[src/core/wdg_map.svh]
`ifndef WDG_MAP_SVH
`define WDG_MAP_SVH

// ----------------------------------------
// timing
// ----------------------------------------
`define WDG_CLK_HZ 125000000
`define WDG_RC_HZ 32000
`define WDG_RC_DIV (`WDG_CLK_HZ / `WDG_RC_HZ)

// ----------------------------------------
// scaler terminal counts
// ----------------------------------------
`define WDG_PRE32_LAST 7'h1F
`define WDG_PRE128_LAST 7'h7F
`define WDG_POST_MAX 15'h7FFF

// ----------------------------------------
// register offsets
// ----------------------------------------
`define WDG_OFF_CFG 8'h00
`define WDG_OFF_RSTCTL 8'h04
`define WDG_OFF_INT_STAT 8'h08
`define WDG_OFF_INT_CLR 8'h0C
`define WDG_OFF_INT_EN 8'h10
`define WDG_OFF_CMD 8'h14
`define WDG_OFF_COUNT 8'h18

// ----------------------------------------
// fields and reset values
// ----------------------------------------
`define WDG_CFG_PRE 4
`define WDG_CFG_WINDOW_DISABLE_CONFIG 6
`define WDG_CFG_ALWAYS 7
`define WDG_CFG_RST 8'hDF
`define WDG_CFG_MASK 8'hDF
`define WDG_RC_IDLE 2
`define WDG_RC_SLEEP 3
`define WDG_RC_TO 4
`define WDG_RC_SWEN 5
`define WDG_INT_TO 0
`define WDG_INT_WAKE 1
`define WDG_INT_EARLY 2
`define WDG_CMD_CLR 0
`define WDG_CMD_SLEEP 1
`define WDG_CMD_IDLE 2
`define WDG_CNT_WIN 16

`endif

[src/core/wdg_pkg.sv]
package wdg_pkg;

  typedef enum logic [1:0] {
    WDG_MODE_RUN = 2'b00,
    WDG_MODE_SLEEP = 2'b01,
    WDG_MODE_IDLE = 2'b10
  } wdg_mode_type;

  typedef struct packed {
    logic [6:0] presc;
    logic [14:0] post;
    logic timeout;
  } wdg_scl_state_type;

  typedef struct packed {
    wdg_mode_type mode;
    logic [7:0] cfg;
    logic sw_run;
    logic to_flag;
    logic sleep_st;
    logic idle_st;
    logic [2:0] int_st;
    logic [2:0] int_en;
    logic [11:0] rc_cnt;
    logic rc_tick;
    logic scl_clr;
    logic pready;
    logic pslverr;
    logic [31:0] prdata;
    logic rst_out;
    logic wake_out;
    logic osc_en;
    logic irq;
  } wdg_top_state_type;

endpackage

[src/core/wdg_scl_if.sv]
`timescale 1ns/1ps
interface wdg_scl_if;
  logic tick;
  logic clear;
  logic run;
  logic pre_sel;
  logic [3:0] post_sel;
  logic timeout;
  logic in_window;
  logic [14:0] post_cnt;
  modport ctl (
    output tick, clear, run, pre_sel, post_sel,
    input timeout, in_window, post_cnt
  );
  modport scl (
    input tick, clear, run, pre_sel, post_sel,
    output timeout, in_window, post_cnt
  );
endinterface

[src/core/wdg_top.sv]
`timescale 1ns/1ps
`include "wdg_map.svh"
// Notes on behaviour
// watchdog runs from the slow rc tick; enabling it turns that oscillator on
// prescaler divides rc ticks by 32 or 128
// prescaler alone gives about 1 ms or 4 ms at 32 kHz
// postscaler divides prescaler output by one of sixteen ratios, 1:1 to 1:32768
// counters clear on reset, power-save entry and exit, and clear command
// counters also clear when a clock switch completes
// timeout in sleep or idle wakes the core instead of resetting
// software clears the sleep or idle status bit after waking
// always-on bit set makes the run-enable bit irrelevant
// always-on bit clear means watchdog runs only with run-enable set
// run-enable bit clears on every device reset
// window mode: clear before final quarter triggers a watchdog reset
// software should clear only within the final quarter in window mode
// timeout flag is sticky; only software or reset clears it
// postscale field is a power of two; all ones gives 1:32768
// prescale bit one selects 128, zero selects 32
// window-disable bit one means non-window, zero means window operation
// timeout while running resets the device and sets the flag
// timeout occurs when the postscaler reaches its terminal count
module wdg_top
  import wdg_pkg::*;
#(
  parameter int RC_DIV = `WDG_RC_DIV
) (
  // clock and reset
  input wire logic pclk,
  input wire logic presetn,
  // apb slave
  input wire logic psel,
  input wire logic penable,
  input wire logic pwrite,
  input wire logic [7:0] paddr,
  input wire logic [31:0] pwdata,
  output logic [31:0] prdata,
  output logic pready,
  output logic pslverr,
  // system events
  input wire logic clk_switch_done,
  input wire logic ext_wake,
  // system outputs
  output logic wdt_reset_req,
  output logic core_wake,
  output logic low_power_rc_osc_en,
  output logic [1:0] power_mode,
  output logic irq
);

  wdg_top_state_type q;
  wdg_top_state_type d;
  wdg_scl_if sif ();
  logic commit;
  logic wr;
  logic cmd_clr;
  logic cmd_sleep;
  logic cmd_idle;

  // ----------------------------------------
  // prescaler and postscaler
  // ----------------------------------------
  assign sif.tick = q.rc_tick;
  assign sif.clear = q.scl_clr;
  assign sif.run = q.osc_en;
  assign sif.pre_sel = q.cfg[`WDG_CFG_PRE];
  assign sif.post_sel = q.cfg[3:0];

  wdg_scaler u_scaler (
    .clk(pclk),
    .rst_n(presetn),
    .sif(sif)
  );

  // ----------------------------------------
  // next state
  // ----------------------------------------
  always_comb begin
    d = q;
    d.rc_tick = 1'b0;
    d.scl_clr = 1'b0;
    d.rst_out = 1'b0;
    d.wake_out = 1'b0;
    d.pslverr = 1'b0;
    d.pready = psel & penable & ~q.pready;
    commit = psel & penable & q.pready;
    wr = commit & pwrite;
    cmd_clr = 1'b0;
    cmd_sleep = 1'b0;
    cmd_idle = 1'b0;

    // slow rc oscillator runs whenever the watchdog is enabled
    d.osc_en = q.cfg[`WDG_CFG_ALWAYS] | q.sw_run;
    if (!q.osc_en) begin
      d.rc_cnt = 12'h000;
    end else if (q.rc_cnt >= 12'(RC_DIV - 1)) begin
      d.rc_cnt = 12'h000;
      d.rc_tick = 1'b1;
    end else begin
      d.rc_cnt = q.rc_cnt + 12'h001;
    end

    // software writes first so that hardware sets below win
    if (wr) begin
      if (paddr == `WDG_OFF_CFG) begin
        d.cfg = pwdata[7:0] & `WDG_CFG_MASK;
      end else if (paddr == `WDG_OFF_RSTCTL) begin
        d.sw_run = pwdata[`WDG_RC_SWEN];
        d.to_flag = q.to_flag & pwdata[`WDG_RC_TO];
        d.sleep_st = q.sleep_st & pwdata[`WDG_RC_SLEEP];
        d.idle_st = q.idle_st & pwdata[`WDG_RC_IDLE];
      end else if (paddr == `WDG_OFF_INT_CLR) begin
        d.int_st = q.int_st & ~pwdata[2:0];
      end else if (paddr == `WDG_OFF_INT_EN) begin
        d.int_en = pwdata[2:0];
      end else if (paddr == `WDG_OFF_CMD) begin
        cmd_clr = pwdata[`WDG_CMD_CLR];
        cmd_sleep = pwdata[`WDG_CMD_SLEEP];
        cmd_idle = pwdata[`WDG_CMD_IDLE];
      end
    end

    if (clk_switch_done) begin
      d.scl_clr = 1'b1;
    end

    // ----------------------------------------
    // power mode and timeout handling
    // ----------------------------------------
    case (q.mode)
      WDG_MODE_RUN: begin
        if (sif.timeout) begin
          d.rst_out = 1'b1;
          d.to_flag = 1'b1;
          d.int_st[`WDG_INT_TO] = 1'b1;
        end else if (cmd_sleep || cmd_idle) begin
          d.mode = cmd_sleep ? WDG_MODE_SLEEP : WDG_MODE_IDLE;
          d.sleep_st = q.sleep_st | cmd_sleep;
          d.idle_st = q.idle_st | ~cmd_sleep;
          d.scl_clr = 1'b1;
        end else if (cmd_clr && q.osc_en) begin
          d.scl_clr = 1'b1;
          if (!q.cfg[`WDG_CFG_WINDOW_DISABLE_CONFIG] && !sif.in_window) begin
            d.rst_out = 1'b1;
            d.int_st[`WDG_INT_EARLY] = 1'b1;
          end
        end
      end
      WDG_MODE_SLEEP, WDG_MODE_IDLE: begin
        if (sif.timeout || ext_wake) begin
          d.mode = WDG_MODE_RUN;
          d.scl_clr = 1'b1;
          if (sif.timeout) begin
            d.wake_out = 1'b1;
            d.to_flag = 1'b1;
            d.int_st[`WDG_INT_TO] = 1'b1;
            d.int_st[`WDG_INT_WAKE] = 1'b1;
          end
        end
      end
      default: begin
        d.mode = WDG_MODE_RUN;
      end
    endcase

    d.irq = |(d.int_st & d.int_en);

    // ----------------------------------------
    // read data and error answer
    // ----------------------------------------
    if (d.pready) begin
      d.prdata = 32'h00000000;
      if (paddr == `WDG_OFF_CFG) begin
        d.prdata[7:0] = q.cfg;
      end else if (paddr == `WDG_OFF_RSTCTL) begin
        d.prdata[`WDG_RC_SWEN] = q.sw_run;
        d.prdata[`WDG_RC_TO] = q.to_flag;
        d.prdata[`WDG_RC_SLEEP] = q.sleep_st;
        d.prdata[`WDG_RC_IDLE] = q.idle_st;
      end else if (paddr == `WDG_OFF_INT_STAT) begin
        d.prdata[2:0] = q.int_st;
      end else if (paddr == `WDG_OFF_INT_CLR) begin
        d.prdata = 32'h00000000;
      end else if (paddr == `WDG_OFF_INT_EN) begin
        d.prdata[2:0] = q.int_en;
      end else if (paddr == `WDG_OFF_CMD) begin
        d.prdata = 32'h00000000;
      end else if (paddr == `WDG_OFF_COUNT) begin
        d.prdata[14:0] = sif.post_cnt;
        d.prdata[`WDG_CNT_WIN] = sif.in_window;
      end else begin
        d.pslverr = 1'b1;
      end
    end
  end

  // ----------------------------------------
  // state register
  // ----------------------------------------
  always_ff @(posedge pclk or negedge presetn) begin
    if (!presetn) begin
      q <= '0;
      q.cfg <= `WDG_CFG_RST;
      q.sw_run <= 1'b0;
      q.mode <= WDG_MODE_RUN;
    end else begin
      q <= d;
    end
  end

  assign prdata = q.prdata;
  assign pready = q.pready;
  assign pslverr = q.pslverr;
  assign wdt_reset_req = q.rst_out;
  assign core_wake = q.wake_out;
  assign low_power_rc_osc_en = q.osc_en;
  assign power_mode = q.mode;
  assign irq = q.irq;
endmodule

[src/core/wdg_scaler.sv]
`timescale 1ns/1ps
`include "wdg_map.svh"
module wdg_scaler
  import wdg_pkg::*;
(
  // clock and reset
  input wire logic clk,
  input wire logic rst_n,
  // control side
  wdg_scl_if.scl sif
);

  wdg_scl_state_type q;
  wdg_scl_state_type d;
  logic [6:0] pre_last;
  logic [14:0] post_last;
  logic [22:0] elapsed;
  logic [22:0] period;

  // ----------------------------------------
  // terminal counts
  // ----------------------------------------
  assign pre_last = sif.pre_sel ? `WDG_PRE128_LAST : `WDG_PRE32_LAST;
  assign post_last = `WDG_POST_MAX >> (4'hF - sif.post_sel);

  // ----------------------------------------
  // window: last quarter of the period
  // ----------------------------------------
  assign elapsed = sif.pre_sel ? {1'b0, q.post, q.presc} : {3'b000, q.post, q.presc[4:0]};
  assign period = sif.pre_sel ? {1'b0, post_last, 7'h00} + 23'h000080
                              : {3'b000, post_last, 5'h00} + 23'h000020;
  assign sif.in_window = elapsed >= (period - (period >> 2));
  assign sif.timeout = q.timeout;
  assign sif.post_cnt = q.post;

  always_comb begin
    d = q;
    d.timeout = 1'b0;
    if (sif.clear || !sif.run) begin
      d.presc = 7'h00;
      d.post = 15'h0000;
    end else if (sif.tick) begin
      if (q.presc >= pre_last) begin
        d.presc = 7'h00;
        if (q.post >= post_last) begin
          d.post = 15'h0000;
          d.timeout = 1'b1;
        end else begin
          d.post = q.post + 15'h0001;
        end
      end else begin
        d.presc = q.presc + 7'h01;
      end
    end
  end

  always_ff @(posedge clk or negedge rst_n) begin
    if (!rst_n) begin
      q <= '0;
    end else begin
      q <= d;
    end
  end
endmodule

[config.mk]
export PLATFORM = sky130hd
export DESIGN_NAME = wdg_top
export DESIGN_NICKNAME = d
export VERILOG_FILES = /design/src/core/wdg_pkg.sv /design/src/core/wdg_scl_if.sv /design/src/core/wdg_top.sv /design/src/core/wdg_scaler.sv
export VERILOG_INCLUDE_DIRS = /design/src /design/src/core
export SDC_FILE = /design/constraint.sdc
export NUM_CORES = 1
export LEC_CHECK = 0
export ABC_AREA = 1
export BUFFER_PORTS_ARGS = -buffer_cell sky130_fd_sc_hd__buf_2
export CAP_MARGIN = 20
export CORE_UTILIZATION = 63
export DETAILED_ROUTE_END_ITERATION = 16
export HOLD_SLACK_MARGIN = 0.15
export PLACE_DENSITY = 0.95
export SLEW_MARGIN = 20
export SYNTH_ARGS = -nofsm -noshare
export SYNTH_HDL_FRONTEND = slang
export SYNTH_SLANG_ARGS = --single-unit
[constraint.sdc]
create_clock -name pclk -period 10.2 [get_ports pclk]
set_input_delay 1.02 -clock pclk [delete_from_list [all_inputs] [get_ports pclk]]
set_output_delay 1.02 -clock pclk [all_outputs]
set_load 0.05 [all_outputs]
==> results of run 1 <==
[flip-flops by register name, indices dropped and copies added, names as in the netlist, 2 cells and up]
name / cells
power_mode: 2
prdata: 16
q: 29
u_scaler.q: 7
u_scaler.sif.post_cnt: 15
[where the power goes]
part / internal, uW / switching (uW) / leakage (uW)
logic: 34.5 / 104 / 0.00241
clock network: 119 / 117 / 0.000102
registers: 318 / 7.22 / 0.00101
total: 472 / 229 / 0.00353
[per-stage QoR]
step,utilization,total power [uW],instance area (sq um),std cells,hold WS [ns]
5_1_grt,0.693,727,6900,1038,0.494
4_1_cts,0.693,700,6900,1038,0.457
2_1_floorplan,-,446,6640,893,0.426
3_3_place_gp,0.673,464,6700,1022,0.436
3_5_place_dp,0.673,468,6700,1022,0.438
6_report,0.693,700,6900,1038,0.464
[synthesized netlist by cell type (3+ instances only)]
master	n
nand2_1	162
inv_1	118
dfrtp_1	71
nor2_1	69
ha_1	59
o21ai_0	59
a21oi_1	45
buf_4	36
nand3_1	36
xor2_1	32
nand4_1	21
o22ai_1	19
nor3_1	16
clkbuf_1	11
nand2_2	10
xnor2_1	10
dfstp_2	7
inv_2	6
nor2_2	6
nor3_2	6
o21ai_1	6
nand3_2	5
o221ai_1	5
o21ai_2	4
o31ai_1	4
a21o_1	3
a31oi_1	3
buf_6	3
nand2_4	3
o21a_1	3
[worst paths after layout]
check                      startpoint             endpoint  slack [ns]
min                             q[61]  low_power_rc_osc_en        0.46
max reg2reg                     q[64]                  irq        5.11
min in group asynchronous     presetn                q[46]        0.81
min reg2reg                     q[61]  low_power_rc_osc_en        0.46
max in group asynchronous     presetn            prdata[6]        8.76
max                             q[64]                  irq        5.11
[layer usage]
metal,vias to the layer above,global-route usage
li1,2914,-
met1,2791,0.393
met2,290,0.506
met3,55,0.0620
met4,0,0.135
met5,-,0
[layout make-up]
cell class                 instances  share of cell area
clock buffer                      10              0.0199
clock inverter                     6             0.00888
inverter                         127              0.0696
multi-input combinational        636               0.557
sequential                        78               0.284
tap                              133              0.0241
timing repair buffer              48              0.0359
[tightest hold or removal path: cells and delay by family, from the launching register on]
family                 cells  cell delay (ns)
buffers and inverters      1             0.06
and+or+nand+nor            1             0.05
DFF                        1             0.33
[cell families (layout without fill, tap and decap cells)]
kind of cell | Yosys count | in the layout | share of synthesized area
AND/OR/NAND/NOR | 348 | 348 | 0.250
AO/OA/AOI/OAI | 170 | 170 | 0.156
flip-flops | 78 | 78 | 0.298
XOR/XNOR | 42 | 42 | 0.0558
multiplexers | 1 | 1 | 0.00152
other | 1 | 16 | 0.000569
buffers and inverters | 179 | 191 | 0.127
adder cells (fa/ha/maj) | 59 | 59 | 0.112
==> impl_metrics.ini, run 1 <==
[outcome]
status = completed

[place]
hpwl_microns = 12000
pre_cts_ws_ns = 5.28
gp_congestion = 0.943
io_buffers = 46

[clocking]
ctsResizeCount = 0
cts_setup_buffers = 0
cts-htree-levels = 3
clk_latency_ns = 0.35
clock_sinks = 78
cts_tree = yes
clockRootBuffer = clkbuf_8
clk_pin_slew_ns = 0.08
cts.hold.buffers_added = 0
clock_path_buffers = 2
cts_inserted_buffers = 9

[floorplan]
dieArea_sq_um = 10900
num_io_pins = 87
die_y_microns = 104
core_area_sq_um = 9950
rows = 36
die_w_microns = 104
initial_core_util = 0.662

[setup_path]
worstPathRequired_ns = 10.45
cp_num_cells = 33
crit_family = simple AND/OR/NAND/NOR gates
cp_slowest_cell = dfstp_2
critPathMaxStageDelay_ns = 0.69
crit_top_cell = nand2_1
timing_worst_setup_path_type = flip-flop to flip-flop
critPathLaunchType = flip-flop
rr_worst_depth = 33
critPathMaxFanout = 11
worstPathArrival_ns = 5.33
cp-end-kind = flip-flop
path_buf_inv = 4

[drt]
route.layer.met1.wl_microns = 6660
post-route-drc-count = 0
dr.pass1.iters = 6
met3_length_microns = 1160
routed_via_density = 5.83
route.met2.wl_microns = 7570
totalWireLength_microns = 15900
drt_iter0_drc = 520
avgRoutedWirePerCell_microns = 15.3
num_vias = 6050
highest_layer = met4
ant_nets = 0

[final_layout]
diodes = 0
final_cell_mix = nand2_1 (162), inv_1 (118), dfrtp_1 (71)
n_fill_cell = 780
drive_gt1_frac = 0.141
multi_input_area_sq_um = 3850
regArea_sq_um = 1960
final_common_cell = nand2_1
syn_to_final_growth_pct = 4.77
nets = 1006

[timing]
clock.fmax_mhz = 197
slew_headroom = 0.354
finalHoldViolations = 0
setup_ws_ns = 5.11
min_period_ns = 5.09
final_max_slew_viol_count = 0
clock_skew_ns = 0.00743
setup_viol = 0
worst_pin_slew_ns = 0.969
fin_tns_setup_ns = 0
rsz0062_at_grt = no
finalCritPeriodShare = 0.499

[power]
vdd_ir_drop_max_uv = 102
p_leak_uw = 0.00353
pwr_density_cell_nw_per_um2 = 101

[synth]
syn_inst = 878
avgSynthCellArea_sq_um = 7.50
syn_area_sq_um = 6590
synth_ff_type = dfrtp_1
synth_top_cell_by_area = dfrtp_1
ys_top_cells_by_area = dfrtp_1 (27%), ha_1 (11%), nand2_1 (9.2%), inv_1 (6.7%), o21ai_0 (4.5%)
ys_types = 61
yosysSeqAreaShare = 0.298
yosysTopAreaCellShare = 0.270
async_reset_ff_frac = 1.00
synth_edf_count = 0
yosys_warnings = 0
synth-seq-cells = 78

[grt]
grt_overflow_total = 0
grt_pass1_wl_microns = 26800
grt_usage = 0.308
grt_max_degree = 79
grt_pass1_vias = 5673
antenna_found_initial = 0

[job]
cap_violations = 0

[hold_path]
holdPathStages = 2
holdCritPathClass = flip-flop to flip-flop
Power figures use the tool's default switching activity.
==> run 2, diff against run 1 <==
--- a/config.mk
+++ b/config.mk
@@ -6,13 +6,13 @@
 export SDC_FILE = /design/constraint.sdc
 export NUM_CORES = 1
 export LEC_CHECK = 0
-export ABC_AREA = 1
+export ABC_AREA = 0
 export BUFFER_PORTS_ARGS = -buffer_cell sky130_fd_sc_hd__buf_2
 export CAP_MARGIN = 20
-export CORE_UTILIZATION = 63
+export CORE_UTILIZATION = 54
 export DETAILED_ROUTE_END_ITERATION = 16
 export HOLD_SLACK_MARGIN = 0.15
-export PLACE_DENSITY = 0.95
+export PLACE_DENSITY = 0.9
 export SLEW_MARGIN = 20
 export SYNTH_ARGS = -nofsm -noshare
 export SYNTH_HDL_FRONTEND = slang
==> constraint.sdc (replaced) <==
create_clock -name pclk -period 4.5 [get_ports pclk]
set_input_delay 0.45 -clock pclk [delete_from_list [all_inputs] [get_ports pclk]]
set_output_delay 0.45 -clock pclk [all_outputs]
set_load 0.05 [all_outputs]
==> run 2 against run 1 <==
  * The flow now finishes with violations (design-rule violations, negative setup slack)
  * Final area up 14%
  * Total power up 130%
  * Clock skew up 0.0024 ns
  * First-iteration DRC count up 14%
  * Sequential cell count unchanged
  * Critical endpoint unchanged
  * Largest cell class unchanged
  * Highest routed layer unchanged
==> impl_metrics.ini, run 2 <==
[timing]
worst_pin_slew_ns = 0.982
rsz0062_at_grt = yes
setup_ws_ns = -0.389
setup_viol = 4
slew_headroom = 0.345
finalHoldViolations = 0
clock.fmax_mhz = 205
final_max_slew_viol_count = 0
clock_skew_ns = 0.00986
min_period_ns = 4.89
finalCritPeriodShare = 1.09

[final_layout]
final_cells = 1026
regMostFlops = q
largest_reg_flops = 29
finalInstanceArea_sq_um = 7840
diodes = 0
multi_input_area_sq_um = 4330
drive_gt1_frac = 0.281
final_common_cell = nand2_1
nets = 984
syn_to_final_growth_pct = 20.6
regArea_sq_um = 1960
final_cell_mix = nand2_1 (95), buf_4 (87), dfrtp_1 (71)
n_fill_cell = 815

[grt]
grt_max_degree = 79
grt_pass1_vias = 6347
grt_pass1_wl_microns = 29900
grt_overflow_total = 0
antenna_found_initial = 0
grt_usage = 0.297

[power]
pwr_density_cell_nw_per_um2 = 202
power_frac_seq = 0.449
p_clk_frac = 0.437
p_leak_uw = 0.00374
swShare = 0.278
comb_power_share = 0.114
p_switching_uw = 439
p_total_uw = 1580
p_int_uw = 1140
vdd_ir_drop_max_uv = 187

[outcome]
violations = design-rule violations, negative setup slack
status = complete, but fails checks

[clocking]
clock_path_buffers = 2
clk_latency_ns = 0.34
clock_sinks = 78
cts-htree-levels = 3
cts_inserted_buffers = 9
clk_pin_slew_ns = 0.06
clockRootBuffer = clkbuf_16
cts_tree = yes

[place]
hpwl_microns = 12200
gp_congestion = 0.899
io_buffers = 46
pre_cts_ws_ns = -0.420
dp_cells = 997
dpl_cell_area_sq_um = 7320

[setup_path]
critPathMaxFanout = 13
path_buf_inv = 4
path_cells = buf_6, or3b_1, nand2_1, and2_1, inv_1, ha_1, nand4_1, nor3_2, a222oi_1, buf_4, o22ai_4, a21oi_2, xnor2_1, ha_1, nand4_1, nor4_2, a311oi_2, o22ai_2, o31ai_1, mux2i_1, buf_4, o41ai_2
critPathMaxStageDelay_ns = 0.60
crit_family = compound AO/OA/AOI/OAI gates
worstPathRequired_ns = 4.75
cp_slowest_cell = dfstp_2
critPathLaunchType = flip-flop
worstPathArrival_ns = 5.14
cp-end-kind = flip-flop
timing_worst_setup_path_type = flip-flop to flip-flop

[drt]
drt_iter0_drc = 594
routed_via_density = 6.29
dr.pass1.iters = 13
ant_nets = 0
post-route-drc-count = 4
num_vias = 6454
totalWireLength_microns = 18600
avgRoutedWirePerCell_microns = 18.1

[job]
cap_violations = 0

[synth]
ys_top_cells_by_area = dfrtp_1 (27%), ha_1 (11%), nand2_1 (5.7%), buf_4 (3.9%), mux2_2 (3.8%)
synth_top_cell_by_area = dfrtp_1
synth-seq-cells = 78
synth_ff_type = dfrtp_1
yosysTopAreaCellShare = 0.273
yosysSeqAreaShare = 0.302
synth.most_common_cell = nand2_1
async_reset_ff_frac = 1.00
avgSynthCellArea_sq_um = 8.32
yosys_warnings = 0
ys_types = 79
syn_inst = 782
synth_edf_count = 0
yosys-top-cells-count = nand2_1 (99), dfrtp_1 (71), nor2_1 (60)
syn_area_sq_um = 6500

[floorplan]
dieArea_sq_um = 12500
rows = 39
die_y_microns = 112
initial_core_util = 0.562
die_w_microns = 112
core_area_sq_um = 11600
num_io_pins = 87

[hold_path]
holdCritPathClass = input port to asynchronous set/reset pin
run 2: metrics by stage:
step	TNS, ns	hold slack [ns]	util
floorplan	-0.216	0.154	-
global placement	-0.481	0.445	0.633
detailed placement	-1.23	0.452	0.633
CTS	-0.950	0.295	0.670
global route	-2.39	0.346	0.678
finish	-1.39	0.246	0.678
run 2: area by class of cell:
type | instances | share of cell area
Multi-Input combinational cell | 608 | 0.552
Timing Repair Buffer | 136 | 0.119
Sequential cell | 78 | 0.250
Tap cell | 143 | 0.0228
Clock inverter | 6 | 0.00574
Clock buffer | 10 | 0.0292
Inverter | 45 | 0.0215
run 2: path summary, 6_finish.rpt:
path	endpoint	slack (ns)	depth (start not counted)	from
setup / recovery	irq	-0.39	22	q[64]
min in group pclk	q[61]	0.34	2	pwdata[5]
hold / removal	core_wake	0.25	1	presetn
max in group asynchronous	u_scaler.q[19]	3.59	1	presetn
hold reg to reg	prdata[8]	0.46	2	prdata[8]
setup reg to reg	irq	-0.39	22	q[64]
run 2: cell families (layout without fill, tap and decap cells):
kind of cell    Yosys count  count (layout)  share of synthesized area
flops                    78              78                      0.302
fa+ha+maj                59              59                      0.114
mux                      27              27                     0.0458
buf+inv                 111             197                     0.0858
xor+xnor                 29              29                     0.0391
simple gates            306             306                      0.237
other cells               1              16                   0.000577
compound gates          171             171                      0.177
run 2: repair_timing:
action / in CTS / in global routing
hold buffers: 0 / 0
endpoints found under the hold margin: 0 / 0
gates resized for setup: 16 / 14
setup buffers: 10 / 3
pin swaps: 34 / 21
setup endpoints to repair: 4 / 4
run 2: per-layer routing:
metal	wire, microns	track usage	up-vias
li1	-	-	2920
met5	0	0	-
met4	896	0.166	0
met3	1680	0.0539	104
met1	6920	0.354	3013
met2	9070	0.506	417
run 2: power by group through the flow:
stage	Clock (uW)	Sequential, uW	Combinational [uW]
after detailed placement	0	722	164
after global placement	0	721	160
after global routing	722	709	194
after floorplan	0	725	113
final	691	709	181
after CTS	692	709	171
==> run 3, diff against run 2 <==
--- a/config.mk
+++ b/config.mk
@@ -9,6 +9,7 @@
 export ABC_AREA = 0
 export BUFFER_PORTS_ARGS = -buffer_cell sky130_fd_sc_hd__buf_2
 export CAP_MARGIN = 20
+export CORE_MARGIN = 2
 export CORE_UTILIZATION = 54
 export DETAILED_ROUTE_END_ITERATION = 16
 export HOLD_SLACK_MARGIN = 0.15
==> run 3 against run 2 <==
  * The run ends with negative setup slack left
  * Total power rose by 3.9%
  * Clock power rose by 9.1%
  * Wire length fell by 7.6%
  * Setup slack got worse by 0.041 ns
  * Die area rose by 3.6%
  * Critical endpoint unchanged
==> impl_metrics.ini, run 3 (same netlist as run 2, synthesis figures left out) <==
[power]
pwr_density_cell_nw_per_um2 = 211
vdd_ir_drop_max_uv = 207
p_leak_uw = 0.00372

[outcome]
violations = negative setup slack
status = complete, but fails checks

[drt]
drt_iter0_drc = 419
routed_via_density = 6.05
avgRoutedWirePerCell_microns = 16.7
totalWireLength_microns = 17100
post-route-drc-count = 0
num_vias = 6204
dr.pass1.iters = 6
ant_nets = 0

[floorplan]
die_w_microns = 114
die_y_microns = 114
rows = 40
initial_core_util = 0.548
num_io_pins = 87
core_area_sq_um = 11900
dieArea_sq_um = 12900

[final_layout]
drive_gt1_frac = 0.264
finalInstanceArea_sq_um = 7790
regMostFlops = q
nets = 979
final_common_cell = nand2_1
final_cells = 1025
largest_reg_flops = 29
diodes = 0
syn_to_final_growth_pct = 19.8
final_cell_mix = nand2_1 (96), buf_4 (82), dfrtp_1 (71)

[timing]
finalHoldViolations = 0
slew_headroom = 0.361
final_max_slew_viol_count = 0
rsz0062_at_grt = yes
clock.fmax_mhz = 203
setup_viol = 4
clock_skew_ns = 0.00939
finalCritPeriodShare = 1.10
min_period_ns = 4.93
worst_pin_slew_ns = 0.958
setup_ws_ns = -0.430

[grt]
antenna_found_initial = 0
grt_overflow_total = 0
grt_usage = 0.273
grt_max_degree = 79
grt_pass1_wl_microns = 28700
grt_pass1_vias = 6005

[setup_path]
cp-end-kind = flip-flop
critPathLaunchType = flip-flop
worstPathArrival_ns = 5.17
timing_worst_setup_path_type = flip-flop to flip-flop
worstPathRequired_ns = 4.74
critPathMaxFanout = 4

[clocking]
cts.hold.buffers_added = 0
cts_tree = yes
clock_sinks = 78
clk_latency_ns = 0.34
clock_path_buffers = 2
clk_pin_slew_ns = 0.06
cts_inserted_buffers = 9
clockRootBuffer = clkbuf_16
cts-htree-levels = 3

[place]
dp_cells = 1001
gp_congestion = 0.897
hpwl_microns = 12100
io_buffers = 46
dpl_cell_area_sq_um = 7310

[job]
cap_violations = 0

[hold_path]
holdCritPathClass = input port to asynchronous set/reset pin
## run 3: cell type report
| type | count | area, sq um |
|---|---|---|
| Clock buffer | 9 | 225 |
| Multi-Input combinational cell | 608 | 4280 |
| Fill cell | 849 | 4070 |
| Timing Repair Buffer | 131 | 886 |
| Clock inverter | 7 | 80.1 |
| Sequential cell | 78 | 1960 |
| Inverter | 45 | 169 |
| Tap cell | 147 | 184 |
## run 3: worst paths after layout
| path | startpoint | endpoint | slack (ns) | depth (start not counted) |
|---|---|---|---|---|
| max in group asynchronous | presetn | prdata[10] | 3.62 | 1 |
| max reg2reg | q[62] | irq | -0.43 | 24 |
| max | q[62] | irq | -0.43 | 24 |
| min reg2reg | prdata[14] | prdata[14] | 0.46 | 2 |
| min in group pclk | pwdata[5] | q[61] | 0.36 | 2 |
| min | presetn | q[42] | 0.25 | 1 |
## run 3: per-layer routing
layer  share of wire  vias up  global-route usage
li1                -     2907                   -
met4           0.028        0              0.0951
met5               0        -                   0
met2            0.49      300               0.458
met3           0.073       54              0.0547
met1            0.41     2943               0.354
## run 3: worst max-delay path: stages, from the launching register on
cell	delay (ns)
dfstp_2	0.39
nor4_4	0.34
inv_2	0.09
buf_4	0.14
buf_4	0.12
buf_4	0.14
nand2_1	0.06
o21a_1	0.15
inv_1	0.08
ha_4	0.28
nand2b_1	0.08
o211ai_2	0.18
a21o_1	0.19
a21oi_2	0.08
o21a_1	0.19
o21ai_0	0.20
xnor2_1	0.22
ha_1	0.32
and4_1	0.26
a311oi_1	0.34
o22ai_1	0.15
o31ai_1	0.25
mux2i_1	0.12
buf_4	0.18
o41ai_2	0.26
## run 3: stage by stage
stage / total power [uW] / setup WS, ns / TNS [ns] / hold slack, ns / util
floorplan: 837 / -0.143 / -0.216 / 0.154 / -
global route: 1700 / -0.602 / -2.23 / 0.348 / 0.657
global placement: 880 / -0.230 / -0.495 / 0.446 / 0.617
detailed placement: 884 / -0.428 / -1.33 / 0.451 / 0.617
finish: 1640 / -0.430 / -1.50 / 0.254 / 0.657
CTS: 1650 / -0.255 / -0.792 / 0.296 / 0.655
## run 3: power breakdown
group          internal, uW  switching, uW
clock                   439            315
sequential              706           2.68
combinational          59.6            120
total                  1200            438
## run 3: what timing repair did
item,CTS,global route
pin swaps,34,1
endpoints found under the setup margin,4,4
buffers inserted,6,2
endpoints found under the hold margin,0,0
gates resized for setup,21,0
